$ cat config.mk
export PLATFORM = sky130hd
export DESIGN_NAME = wdt_reset_timer
export DESIGN_NICKNAME = d
export VERILOG_FILES = /design/src/rtl/wdt_pkg.sv /design/src/rtl/wdt_pulse_stretch.sv /design/src/rtl/wdt_reset_timer.sv /design/src/rtl/wdt_sync2.sv
export SDC_FILE = /design/constraint.sdc
export NUM_CORES = 1
export LEC_CHECK = 0
export ABC_AREA = 1
export BUFFER_PORTS_ARGS = -buffer_cell sky130_fd_sc_hd__buf_2
export CAP_MARGIN = 30
export CORE_ASPECT_RATIO = 1.25
export CORE_MARGIN = 10
export CORE_UTILIZATION = 49
export DETAILED_ROUTE_END_ITERATION = 16
export PLACE_DENSITY = 0.83
export SYNTH_ARGS = -nofsm -noshare
export SYNTH_HDL_FRONTEND = slang
export SYNTH_SLANG_ARGS = --single-unit
$ cat constraint.sdc
create_clock -name ref_clk -period 1.62 [get_ports ref_clk]
set_input_delay 0.324 -clock ref_clk [delete_from_list [all_inputs] [get_ports ref_clk]]
set_output_delay 0.324 -clock ref_clk [all_outputs]
set_load 0.01 [all_outputs]
$ cat src/rtl/wdt_pkg.sv
// Constants, register map and field layout of the watchdog reset timer.
// Notes on behaviour
// - Six-bit watchdog counter advanced by the thirteen-bit prescaler, both on the oscillator clock.
// - Uncleared watchdog overflows after 2^18 minus 2^4 cycles and requests system reset.
// - A write to the clear address clears the watchdog and restarts the timeout, except in a cycle with a vector fetch, stop entry or power-on clear.
// - Each clear write also zeroes prescaler bits twelve to four, keeping bits three to zero.
// - Reading the clear address returns the reset vector low byte, counter undisturbed.
// - Watchdog reset drives the reset pin low 32 cycles and sets the cause bit.
// - Power-on logic clears the prescaler 4096 cycles after power is applied.
// - Any internal reset clears both prescaler and watchdog counter.
// - A reset vector fetch clears the prescaler.
// - The disable output follows the disable bit of the write-once configuration register.
// - Disable bit one disables, zero enables; it reads zero after reset.
// - Monitor mode with test high voltage on interrupt or reset pin disables the watchdog.
// - The watchdog keeps counting and can reset the device during wait mode.
// - Entering stop mode freezes the watchdog clock and clears the prescaler.
// - The watchdog never raises an interrupt; timeout only causes system reset.
// - Watchdog and prescaler run on the undivided crystal oscillator clock.
package wdt_pkg;

    localparam int unsigned WDT_ADDR_W = 16;
    localparam int unsigned WDT_DATA_W = 8;

    localparam logic [15:0] WDT_ADDR_CLEAR = 16'hFFFF;
    localparam logic [15:0] WDT_ADDR_CONFIG = 16'h001F;
    localparam logic [15:0] WDT_ADDR_CAUSE = 16'h0F01;

    localparam int unsigned WDT_CFG_DISABLE_BIT = 0;
    localparam logic WDT_CFG_DISABLE_RST = 1'b0;
    localparam int unsigned WDT_CAUSE_WDOG_BIT = 4;

    localparam int unsigned WDT_PRESC_W = 13;
    localparam int unsigned WDT_WDOG_W = 6;
    localparam int unsigned WDT_PRESC_KEEP_LSBS = 4;

    localparam int unsigned WDT_TIMEOUT_CYC = (2 ** 18) - (2 ** 4);
    localparam int unsigned WDT_PIN_LOW_CYC = 32;
    localparam int unsigned WDT_POR_CLEAR_CYC = 4096;

    localparam logic [7:0] WDT_READ_ZERO = 8'h00;

endpackage

$ cat src/rtl/wdt_pulse_stretch.sv
// Stretches a one-cycle trigger into an active window of a fixed number of cycles.
`timescale 1ns/100ps
module wdt_pulse_stretch #(
    parameter int unsigned LEN = 32
) (
    input wire logic ref_clk,
    input wire logic rst_n,
    input wire logic trigger,
    output logic active
);

    localparam int unsigned CW = $clog2(LEN + 1);
    localparam logic [CW-1:0] LEN_C = CW'(LEN);

    logic [CW-1:0] left_q;
    logic [CW-1:0] left_d;

    initial begin
        if (LEN < 1) begin
            $error("wdt_pulse_stretch needs LEN of at least one");
        end
    end

    // A trigger inside a running window restarts it, so the pin never shortens.
    always_comb begin
        left_d = left_q;
        if (trigger) begin
            left_d = LEN_C;
        end else if (left_q != '0) begin
            left_d = left_q - CW'(1);
        end
    end

    always_ff @(posedge ref_clk) begin
        if (!rst_n) begin
            left_q <= '0;
        end else begin
            left_q <= left_d;
        end
    end

    assign active = (left_q != '0);

endmodule // wdt_pulse_stretch

$ cat src/rtl/wdt_reset_timer.sv
// Watchdog reset timer: prescaler, watchdog counter, register port and reset pin drive.
//
// Added by the designer: the strobed register port.
`timescale 1ns/100ps
module wdt_reset_timer
    import wdt_pkg::*;
#(
    parameter int unsigned PRESC_W = WDT_PRESC_W,
    parameter int unsigned WDOG_W = WDT_WDOG_W,
    parameter int unsigned TIMEOUT_CYCLES = WDT_TIMEOUT_CYC,
    parameter int unsigned PIN_LOW_CYCLES = WDT_PIN_LOW_CYC,
    parameter int unsigned POR_CLEAR_CYCLES = WDT_POR_CLEAR_CYC
) (
    input wire logic ref_clk,
    input wire logic rst_n,
    input wire logic [WDT_ADDR_W-1:0] bus_addr,
    input wire logic [WDT_DATA_W-1:0] bus_wdata,
    input wire logic bus_wr,
    input wire logic bus_rd,
    output logic [WDT_DATA_W-1:0] bus_rdata,
    input wire logic [WDT_DATA_W-1:0] reset_vector_low,
    input wire logic internal_reset,
    input wire logic vector_fetch,
    input wire logic stop_mode,
    input wire logic monitor_mode,
    input wire logic irq_test_high_voltage,
    input wire logic rst_test_high_voltage,
    output logic watchdog_disable,
    output logic sys_reset_req,
    output logic rst_pin_out,
    output logic rst_pin_oe
);

    // Combined count: watchdog counter on top of the prescaler bits below its tap.
    localparam int unsigned LOW_W = PRESC_W - 1;
    localparam int unsigned CNT_W = WDOG_W + LOW_W;
    localparam logic [CNT_W-1:0] LAST_COUNT = CNT_W'(TIMEOUT_CYCLES - 1);
    localparam int unsigned POR_W = $clog2(POR_CLEAR_CYCLES + 1);
    localparam logic [POR_W-1:0] POR_LAST = POR_W'(POR_CLEAR_CYCLES - 1);

    typedef enum logic [1:0] {
        WDT_POR_WAIT,
        WDT_POR_DONE
    } wdt_por_state_t;

    initial begin
        if (PRESC_W <= WDT_PRESC_KEEP_LSBS + 1 || WDOG_W < 1) begin
            $error("wdt_reset_timer counter widths too small");
        end
        if (TIMEOUT_CYCLES < 2 || TIMEOUT_CYCLES > (2 ** CNT_W)) begin
            $error("wdt_reset_timer timeout does not fit the counters");
        end
        if (PIN_LOW_CYCLES < 1 || POR_CLEAR_CYCLES < 1) begin
            $error("wdt_reset_timer pulse lengths must be at least one");
        end
        // A clear keeps up to fifteen prescaler counts, so a shorter timeout could fire at once.
        if (TIMEOUT_CYCLES <= (2 ** WDT_PRESC_KEEP_LSBS)) begin
            $error("wdt_reset_timer timeout shorter than the kept prescaler bits");
        end
        if (CNT_W > 31) begin
            $error("wdt_reset_timer combined count too wide");
        end
    end

    // Pin-level test voltage detectors come from outside the clock domain.
    logic [1:0] vhi_s;
    wdt_sync2 #(
        .W(2)
    ) u_vhi_sync (
        .ref_clk(ref_clk),
        .rst_n(rst_n),
        .async_in({irq_test_high_voltage, rst_test_high_voltage}),
        .sync_out(vhi_s)
    );

    // The stretcher owns the pin window, so a request can never be cut short by new events.
    logic pin_low_active;
    logic overflow;
    wdt_pulse_stretch #(
        .LEN(PIN_LOW_CYCLES)
    ) u_pin_stretch (
        .ref_clk(ref_clk),
        .rst_n(rst_n),
        .trigger(overflow),
        .active(pin_low_active)
    );

    // Bus decode. Only the full sixteen-bit address matches, so aliases never clear the timer.
    logic clear_wr;
    logic config_wr;
    assign clear_wr = bus_wr && (bus_addr == WDT_ADDR_CLEAR);
    assign config_wr = bus_wr && (bus_addr == WDT_ADDR_CONFIG);

    // Power-on clear of the prescaler. It is a one-shot: after it fires the state machine
    // parks in its done state until the next power-on reset, so later internal resets
    // do not repeat it.
    wdt_por_state_t por_state_q;
    wdt_por_state_t por_state_d;
    logic [POR_W-1:0] por_cnt_q;
    logic [POR_W-1:0] por_cnt_d;
    logic por_clear;

    always_comb begin
        por_state_d = por_state_q;
        por_cnt_d = por_cnt_q;
        por_clear = 1'b0;
        case (por_state_q)
            WDT_POR_WAIT: begin
                if (por_cnt_q == POR_LAST) begin
                    por_clear = 1'b1;
                    por_state_d = WDT_POR_DONE;
                end else begin
                    por_cnt_d = por_cnt_q + POR_W'(1);
                end
            end
            WDT_POR_DONE: begin
                por_state_d = WDT_POR_DONE;
            end
            default: begin
                por_state_d = WDT_POR_DONE;
            end
        endcase
    end

    always_ff @(posedge ref_clk) begin
        if (!rst_n) begin
            por_state_q <= WDT_POR_WAIT;
            por_cnt_q <= '0;
        end else begin
            por_state_q <= por_state_d;
            por_cnt_q <= por_cnt_d;
        end
    end

    // Write-once configuration latch holding the disable bit. Software gets one chance
    // after every reset; a runaway program cannot later switch the watchdog off.
    logic cfg_disable_q;
    logic cfg_disable_d;
    logic cfg_written_q;
    logic cfg_written_d;
    logic any_internal_reset;

    // A watchdog reset is itself an internal reset of the device.
    assign any_internal_reset = internal_reset || pin_low_active;

    always_comb begin
        cfg_disable_d = cfg_disable_q;
        cfg_written_d = cfg_written_q;
        if (any_internal_reset) begin
            cfg_disable_d = WDT_CFG_DISABLE_RST;
            cfg_written_d = 1'b0;
        end else if (config_wr && !cfg_written_q) begin
            cfg_disable_d = bus_wdata[WDT_CFG_DISABLE_BIT];
            cfg_written_d = 1'b1;
        end
    end

    always_ff @(posedge ref_clk) begin
        if (!rst_n) begin
            cfg_disable_q <= WDT_CFG_DISABLE_RST;
            cfg_written_q <= 1'b0;
        end else begin
            cfg_disable_q <= cfg_disable_d;
            cfg_written_q <= cfg_written_d;
        end
    end

    assign watchdog_disable = cfg_disable_q;

    // Counters. Both run straight off ref_clk, which is the oscillator itself.
    logic [PRESC_W-1:0] presc_q;
    logic [PRESC_W-1:0] presc_d;
    logic [WDOG_W-1:0] wdog_q;
    logic [WDOG_W-1:0] wdog_d;
    logic stop_q;
    logic stop_d;
    logic stop_entry;
    logic wdog_inc;
    logic wdog_hold;
    logic monitor_off;
    logic count_en;
    logic tap;
    logic [CNT_W-1:0] combined;

    assign stop_entry = stop_mode && !stop_q;
    assign monitor_off = monitor_mode && (vhi_s[1] || vhi_s[0]);
    // Wait mode is deliberately absent here: the watchdog keeps running through it.
    assign count_en = !cfg_disable_q && !monitor_off && !stop_mode;
    assign tap = &presc_q[LOW_W-1:0];
    assign combined = {wdog_q, presc_q[LOW_W-1:0]};
    // Because clear writes keep the low prescaler bits, the real period can be up to
    // fifteen cycles shorter than from a full reset.
    assign overflow = count_en && !any_internal_reset && !clear_wr && (combined >= LAST_COUNT);
    // The watchdog steps only when the prescaler tap wraps; resets and clears take priority.
    assign wdog_inc = !any_internal_reset && !clear_wr && count_en && tap && !overflow;
    // Holding on overflow keeps the count still through the one-cycle request.
    assign wdog_hold = !any_internal_reset && (!count_en || overflow) && !clear_wr;

    // The prescaler keeps running while the watchdog is disabled, so enabling it later
    // does not restart the timeout; only stop mode freezes the prescaler as well.
    always_comb begin
        presc_d = presc_q;
        wdog_d = wdog_q;
        stop_d = stop_mode;
        if (any_internal_reset) begin
            presc_d = '0;
            wdog_d = '0;
        end else if (por_clear || vector_fetch || stop_entry) begin
            presc_d = '0;
        end else if (clear_wr) begin
            presc_d = {{(PRESC_W - WDT_PRESC_KEEP_LSBS){1'b0}}, presc_q[WDT_PRESC_KEEP_LSBS-1:0]};
            wdog_d = '0;
        end else if (!stop_mode) begin
            presc_d = presc_q + PRESC_W'(1);
        end
        if (wdog_inc) begin
            wdog_d = wdog_q + WDOG_W'(1);
        end
        if (wdog_hold) begin
            wdog_d = wdog_q;
        end
    end

    always_ff @(posedge ref_clk) begin
        if (!rst_n) begin
            presc_q <= '0;
            wdog_q <= '0;
            stop_q <= 1'b0;
        end else begin
            presc_q <= presc_d;
            wdog_q <= wdog_d;
            stop_q <= stop_d;
        end
    end

    // Reset outputs. The timer has no interrupt output at all.
    logic sys_reset_q;
    logic sys_reset_d;
    logic cause_q;
    logic cause_d;

    // The cause flag survives internal resets so that software can tell why it restarted.
    always_comb begin
        sys_reset_d = overflow;
        cause_d = cause_q;
        if (overflow) begin
            cause_d = 1'b1;
        end
    end

    always_ff @(posedge ref_clk) begin
        if (!rst_n) begin
            sys_reset_q <= 1'b0;
            cause_q <= 1'b0;
        end else begin
            sys_reset_q <= sys_reset_d;
            cause_q <= cause_d;
        end
    end

    assign sys_reset_req = sys_reset_q;
    // The reset pin is open drain: it is only ever pulled low, the enable decides when.
    assign rst_pin_out = 1'b0;
    assign rst_pin_oe = pin_low_active;

    // Read port: data appear in the cycle after the read strobe only.
    // Reading the clear address has no side effect, so polling the vector is harmless.
    logic [WDT_DATA_W-1:0] rdata_q;
    logic [WDT_DATA_W-1:0] rdata_d;

    always_comb begin
        rdata_d = WDT_READ_ZERO;
        if (bus_rd) begin
            case (bus_addr)
                WDT_ADDR_CLEAR: begin
                    rdata_d = reset_vector_low;
                end
                WDT_ADDR_CONFIG: begin
                    rdata_d[WDT_CFG_DISABLE_BIT] = cfg_disable_q;
                end
                WDT_ADDR_CAUSE: begin
                    rdata_d[WDT_CAUSE_WDOG_BIT] = cause_q;
                end
                default: begin
                    rdata_d = WDT_READ_ZERO;
                end
            endcase
        end
    end

    always_ff @(posedge ref_clk) begin
        if (!rst_n) begin
            rdata_q <= WDT_READ_ZERO;
        end else begin
            rdata_q <= rdata_d;
        end
    end

    assign bus_rdata = rdata_q;

endmodule // wdt_reset_timer

$ cat src/rtl/wdt_sync2.sv
// Two-flop synchroniser for a group of pin levels.
`timescale 1ns/100ps
module wdt_sync2 #(
    parameter int unsigned W = 1
) (
    input wire logic ref_clk,
    input wire logic rst_n,
    input wire logic [W-1:0] async_in,
    output logic [W-1:0] sync_out
);

    logic [W-1:0] meta_q;
    logic [W-1:0] meta_d;
    logic [W-1:0] sync_q;
    logic [W-1:0] sync_d;

    initial begin
        if (W < 1) begin
            $error("wdt_sync2 needs W of at least one");
        end
    end

    always_comb begin
        meta_d = async_in;
        sync_d = meta_q;
    end

    always_ff @(posedge ref_clk) begin
        if (!rst_n) begin
            meta_q <= '0;
            sync_q <= '0;
        end else begin
            meta_q <= meta_d;
            sync_q <= sync_d;
        end
    end

    assign sync_out = sync_q;

endmodule // wdt_sync2

==> metrics.md <==
| Metric | Value |
|---|---|
| Status | finished clean |
| Die W | 86.6 um |
| Fin area | roughly 3500 um^2 |
| FILL cells | approximately 440 |
| Core Util, Final | 0.642 |
| Largest family of logic cells by synthesized area | simple AND/OR/NAND/NOR gates |
| First-pass GRT wire length | 10.8 mm |
| Clock-pin slew on the worst setup and hold paths | about 100 ps |
| Area delta synth->final | 27.9% |
| Setup CP Type | reg2reg |
| Synth Area in Compound Gates | 0.0886 |
| Synth Area in XOR/XNOR | 0.0484 |
| Clock sinks | 55 |
| Initial DRT Pass Iterations | 5 |
| Crit-path slowest cell | dfxtp_2 |
| Placed Area | 3170 um^2 |
| CP cell instances | ha_4 -> nand2_4 -> nor2_4 -> nand2_2 -> nor2_4 -> nand3_2 -> nand2_2 -> nand2_2 -> nand2_4 -> nand3_1 -> a21oi_1 |
| IO buf count | 45 |
| Pwr dens | 900 nW/um^2 |
| Die area | between 8000 and 9000 um^2 |
| Syn Area/Cell | between 7 and 8 um^2 |
| Adder-cell area share of the yosys netlist | 0.0231 |
| Fraction of layout cells with a size suffix above 1 | 0.335 |
| Final cell count without fillers | 518 |
| Post-Synthesis Cells | ~370 |
| Setup violation total in the final timing report | 0 |
| Top cells by area, synth | dfxtp_1 (41%), nand2_1 (11%), nor2_1 (8.0%) |
| Unrepaired setup endpoints after global routing | yes |
| FMAX | 620 MHz |
| Vias in the first global route | between 2000 and 3000 |
| Antenna diodes | 0 |
| Design Power | 0.00312 W |
| Crit path max fanout | 8 |
| Main synth FF type | dfxtp_1 |
| Clk_lat worst skew | 310 ps |
| Nets | 500 |
| Tmin final | between 1500 and 2000 ps |
| Skew final | 9.74 ps |
| Initial Util | 0.502 |
| CTS Root Cell | clkbuf_8 |
| DRC | 0 |
| CP delay by family, top | simple AND/OR/NAND/NOR gates |
| Worst Path Required | 1860 ps |
| Htree depth | 2 |
| Placed Instances | 503 |
| Final global-route overflow total | 0 |
| Drt total wl | 6.58 mm |
| TritonCTS clock tree | done |
| CTS max path bufs | 2 |
| Final hold vios | 0 |
| Syn_nets | 421 |
| Worst Hold Class | in2reg |
| Leakage | 1.48 nW |
| Via Count | 2630 |
| DR WL/cell | 12.7 um |
| Synth Warn # | 0 |
| Cell Area, Synth | ~2700 um^2 |
| GPL Wtd Cong | just over 0.8 |
| Max-Cap Viols | 0 |
| Largest net degree at the start of global routing | 18 |
| Area of the core | 5410 um^2 |
| Post-DP HPWL | 4.79 mm |
| Slew Viols, Final | 0 |
| Vias per inst | 5.08 |
| Post-synthesis register bit count | 55 |
| Post-synth EDFFs | 0 |
| Asr flop ratio synth | 0 |
| CTS Hold Bufs | 0 |
| Worst Path Arrival | 1850 ps |
| Antenna violations before repair | 0 |
| Die Y | ~100 um |
| Rows | 30 |
| Io pins | 54 |
| Post-synthesis mux area share | 0.00369 |
| Synth cell types | 36 |
| Crit end category | register |
| Post-Synth Simple-Gate Area | 0.346 |
| Critical path buffer and inverter count | 0 |
| Register area share after synthesis | 0.406 |
| Share of the synthesized area in the top cell type | 0.406 |
| Multi-input logic area | around 1500 um^2 |
| Worst path most repeated cell | nand2_2 |
| Slowest stage delay, CP | 370 ps |
| Global Route Usage Sum | 0.146 |
| TritonCTS Buffers | 5 |
| Crit start category | register |
| Starting DRC count in detailed routing | 114 |
| Area leader, netlist | dfxtp_1 |
| Register Area | 1110 um^2 |
| Final ANT Viol Nets | 0 |
| Max VDD drop | slightly above 0.5 mV |
| Final period util | 0.996 |
placed cells by master (no fill, tap or decap), drive strengths merged:
master,Yosys,final
nand2,83,84
clkbuf,0,5
inv,48,48
o32ai,1,1
a31o,1,1
buf,5,76
dfxtp,55,55
o21a,1,1
clkinv,1,2
mux2i,1,1
xnor2,4,4
a21oi,24,24
nand4,8,8
o21ai,13,13
nor4,4,4
nor3,6,6
or2,4,4
conb,1,1
xor2,11,11
nand3,28,28
ha,5,5
a211oi,2,2
nand3b,1,1
nor2,66,66
nor3b,1,1
clkinvlp,0,2
power breakdown:
| part | switching (W) | internal, W | leakage [nW] | total, W |
|---|---|---|---|---|
| logic | 0.000461 | 0.000394 | 0.990 | 0.000855 |
| clock network | 0.000442 | 0.000302 | 0.0402 | 0.000744 |
| registers | 0.0000830 | 0.00144 | 0.449 | 0.00152 |
| total | 0.000986 | 0.00214 | 1.48 | 0.00312 |
per-stage QoR:
step	worst slack (ps)	hold slack [ps]	TNS [ps]
3_3_place_gp	-35.0	400	-50.7
4_1_cts	4.90	172	0
6_report	6.85	188	0
3_5_place_dp	-155	414	-709
5_1_grt	-64.9	186	-344
2_1_floorplan	44.7	390	0
kinds of logic (layout without fill, tap and decap cells):
group | count (synthesis) | count (layout)
buffers and inverters | 54 | 133
adder cells (fa/ha/maj) | 5 | 5
flip-flops | 55 | 55
XOR/XNOR | 15 | 15
AO/OA/AOI/OAI | 42 | 42
other | 1 | 1
AND/OR/NAND/NOR | 201 | 202
multiplexers | 1 | 1
sequential cells by signal, indices dropped and copies added, names as in the netlist, 2 cells and up:
signal	flops
bus_rdata	8
por_cnt_q	13
presc_q	12
u_pin_stretch.left_q	6
u_vhi_sync.meta_q	2
u_vhi_sync.sync_out	2
wdog_q	6
cells in the mapped netlist, drive strengths merged, types with 4 or more instances:
cell,n
ha,5
o21ai,13
inv,48
or2,4
nor4,4
buf,5
nand4,8
dfxtp,55
nor3,6
nor2,66
nand3,28
nand2,83
a21oi,24
xor2,11
xnor2,4
repair_timing:
action | in CTS | in global routing
endpoints found under the setup margin | 10 | 31
pin swaps | 6 | 10
gates cloned | 1 | 0
setup buffers | 2 | 4
resized for setup | 28 | 27
path summary, 6_finish.rpt:
check                        start                endpoint  slack [ps]  depth (start not counted)
max                   por_cnt_q[0]               wdog_q[3]           7                         11
min          irq_test_high_voltage    u_vhi_sync.meta_q[1]         190                          3
min reg2reg   u_vhi_sync.meta_q[0]  u_vhi_sync.sync_out[0]         440                          2
max reg2reg           por_cnt_q[0]               wdog_q[3]           7                         11
tightest hold or removal path, stage by stage:
cell and delay, ps:
buf_2 70, nand2_1 40, inv_1 40
metal layers:
metal / routed length, um / track usage / vias to the layer above
met2: 3340 / 0.263 / 76
met3: 514 / 0.0455 / 12
met5: 0 / 0 / -
li1: - / - / 1352
met1: 2590 / 0.152 / 1190
met4: 144 / 0.0637 / 0
area by class of cell:
class,count,area share
Multi-Input combinational cell,266,0.442
Sequential cell,55,0.320
Timing Repair Buffer,76,0.134
Inverter,49,0.0545
Tap cell,64,0.0231
Clock buffer,5,0.0198
Clock inverter,3,0.00577
No activity file was read; power rests on OpenSTA's default activity.
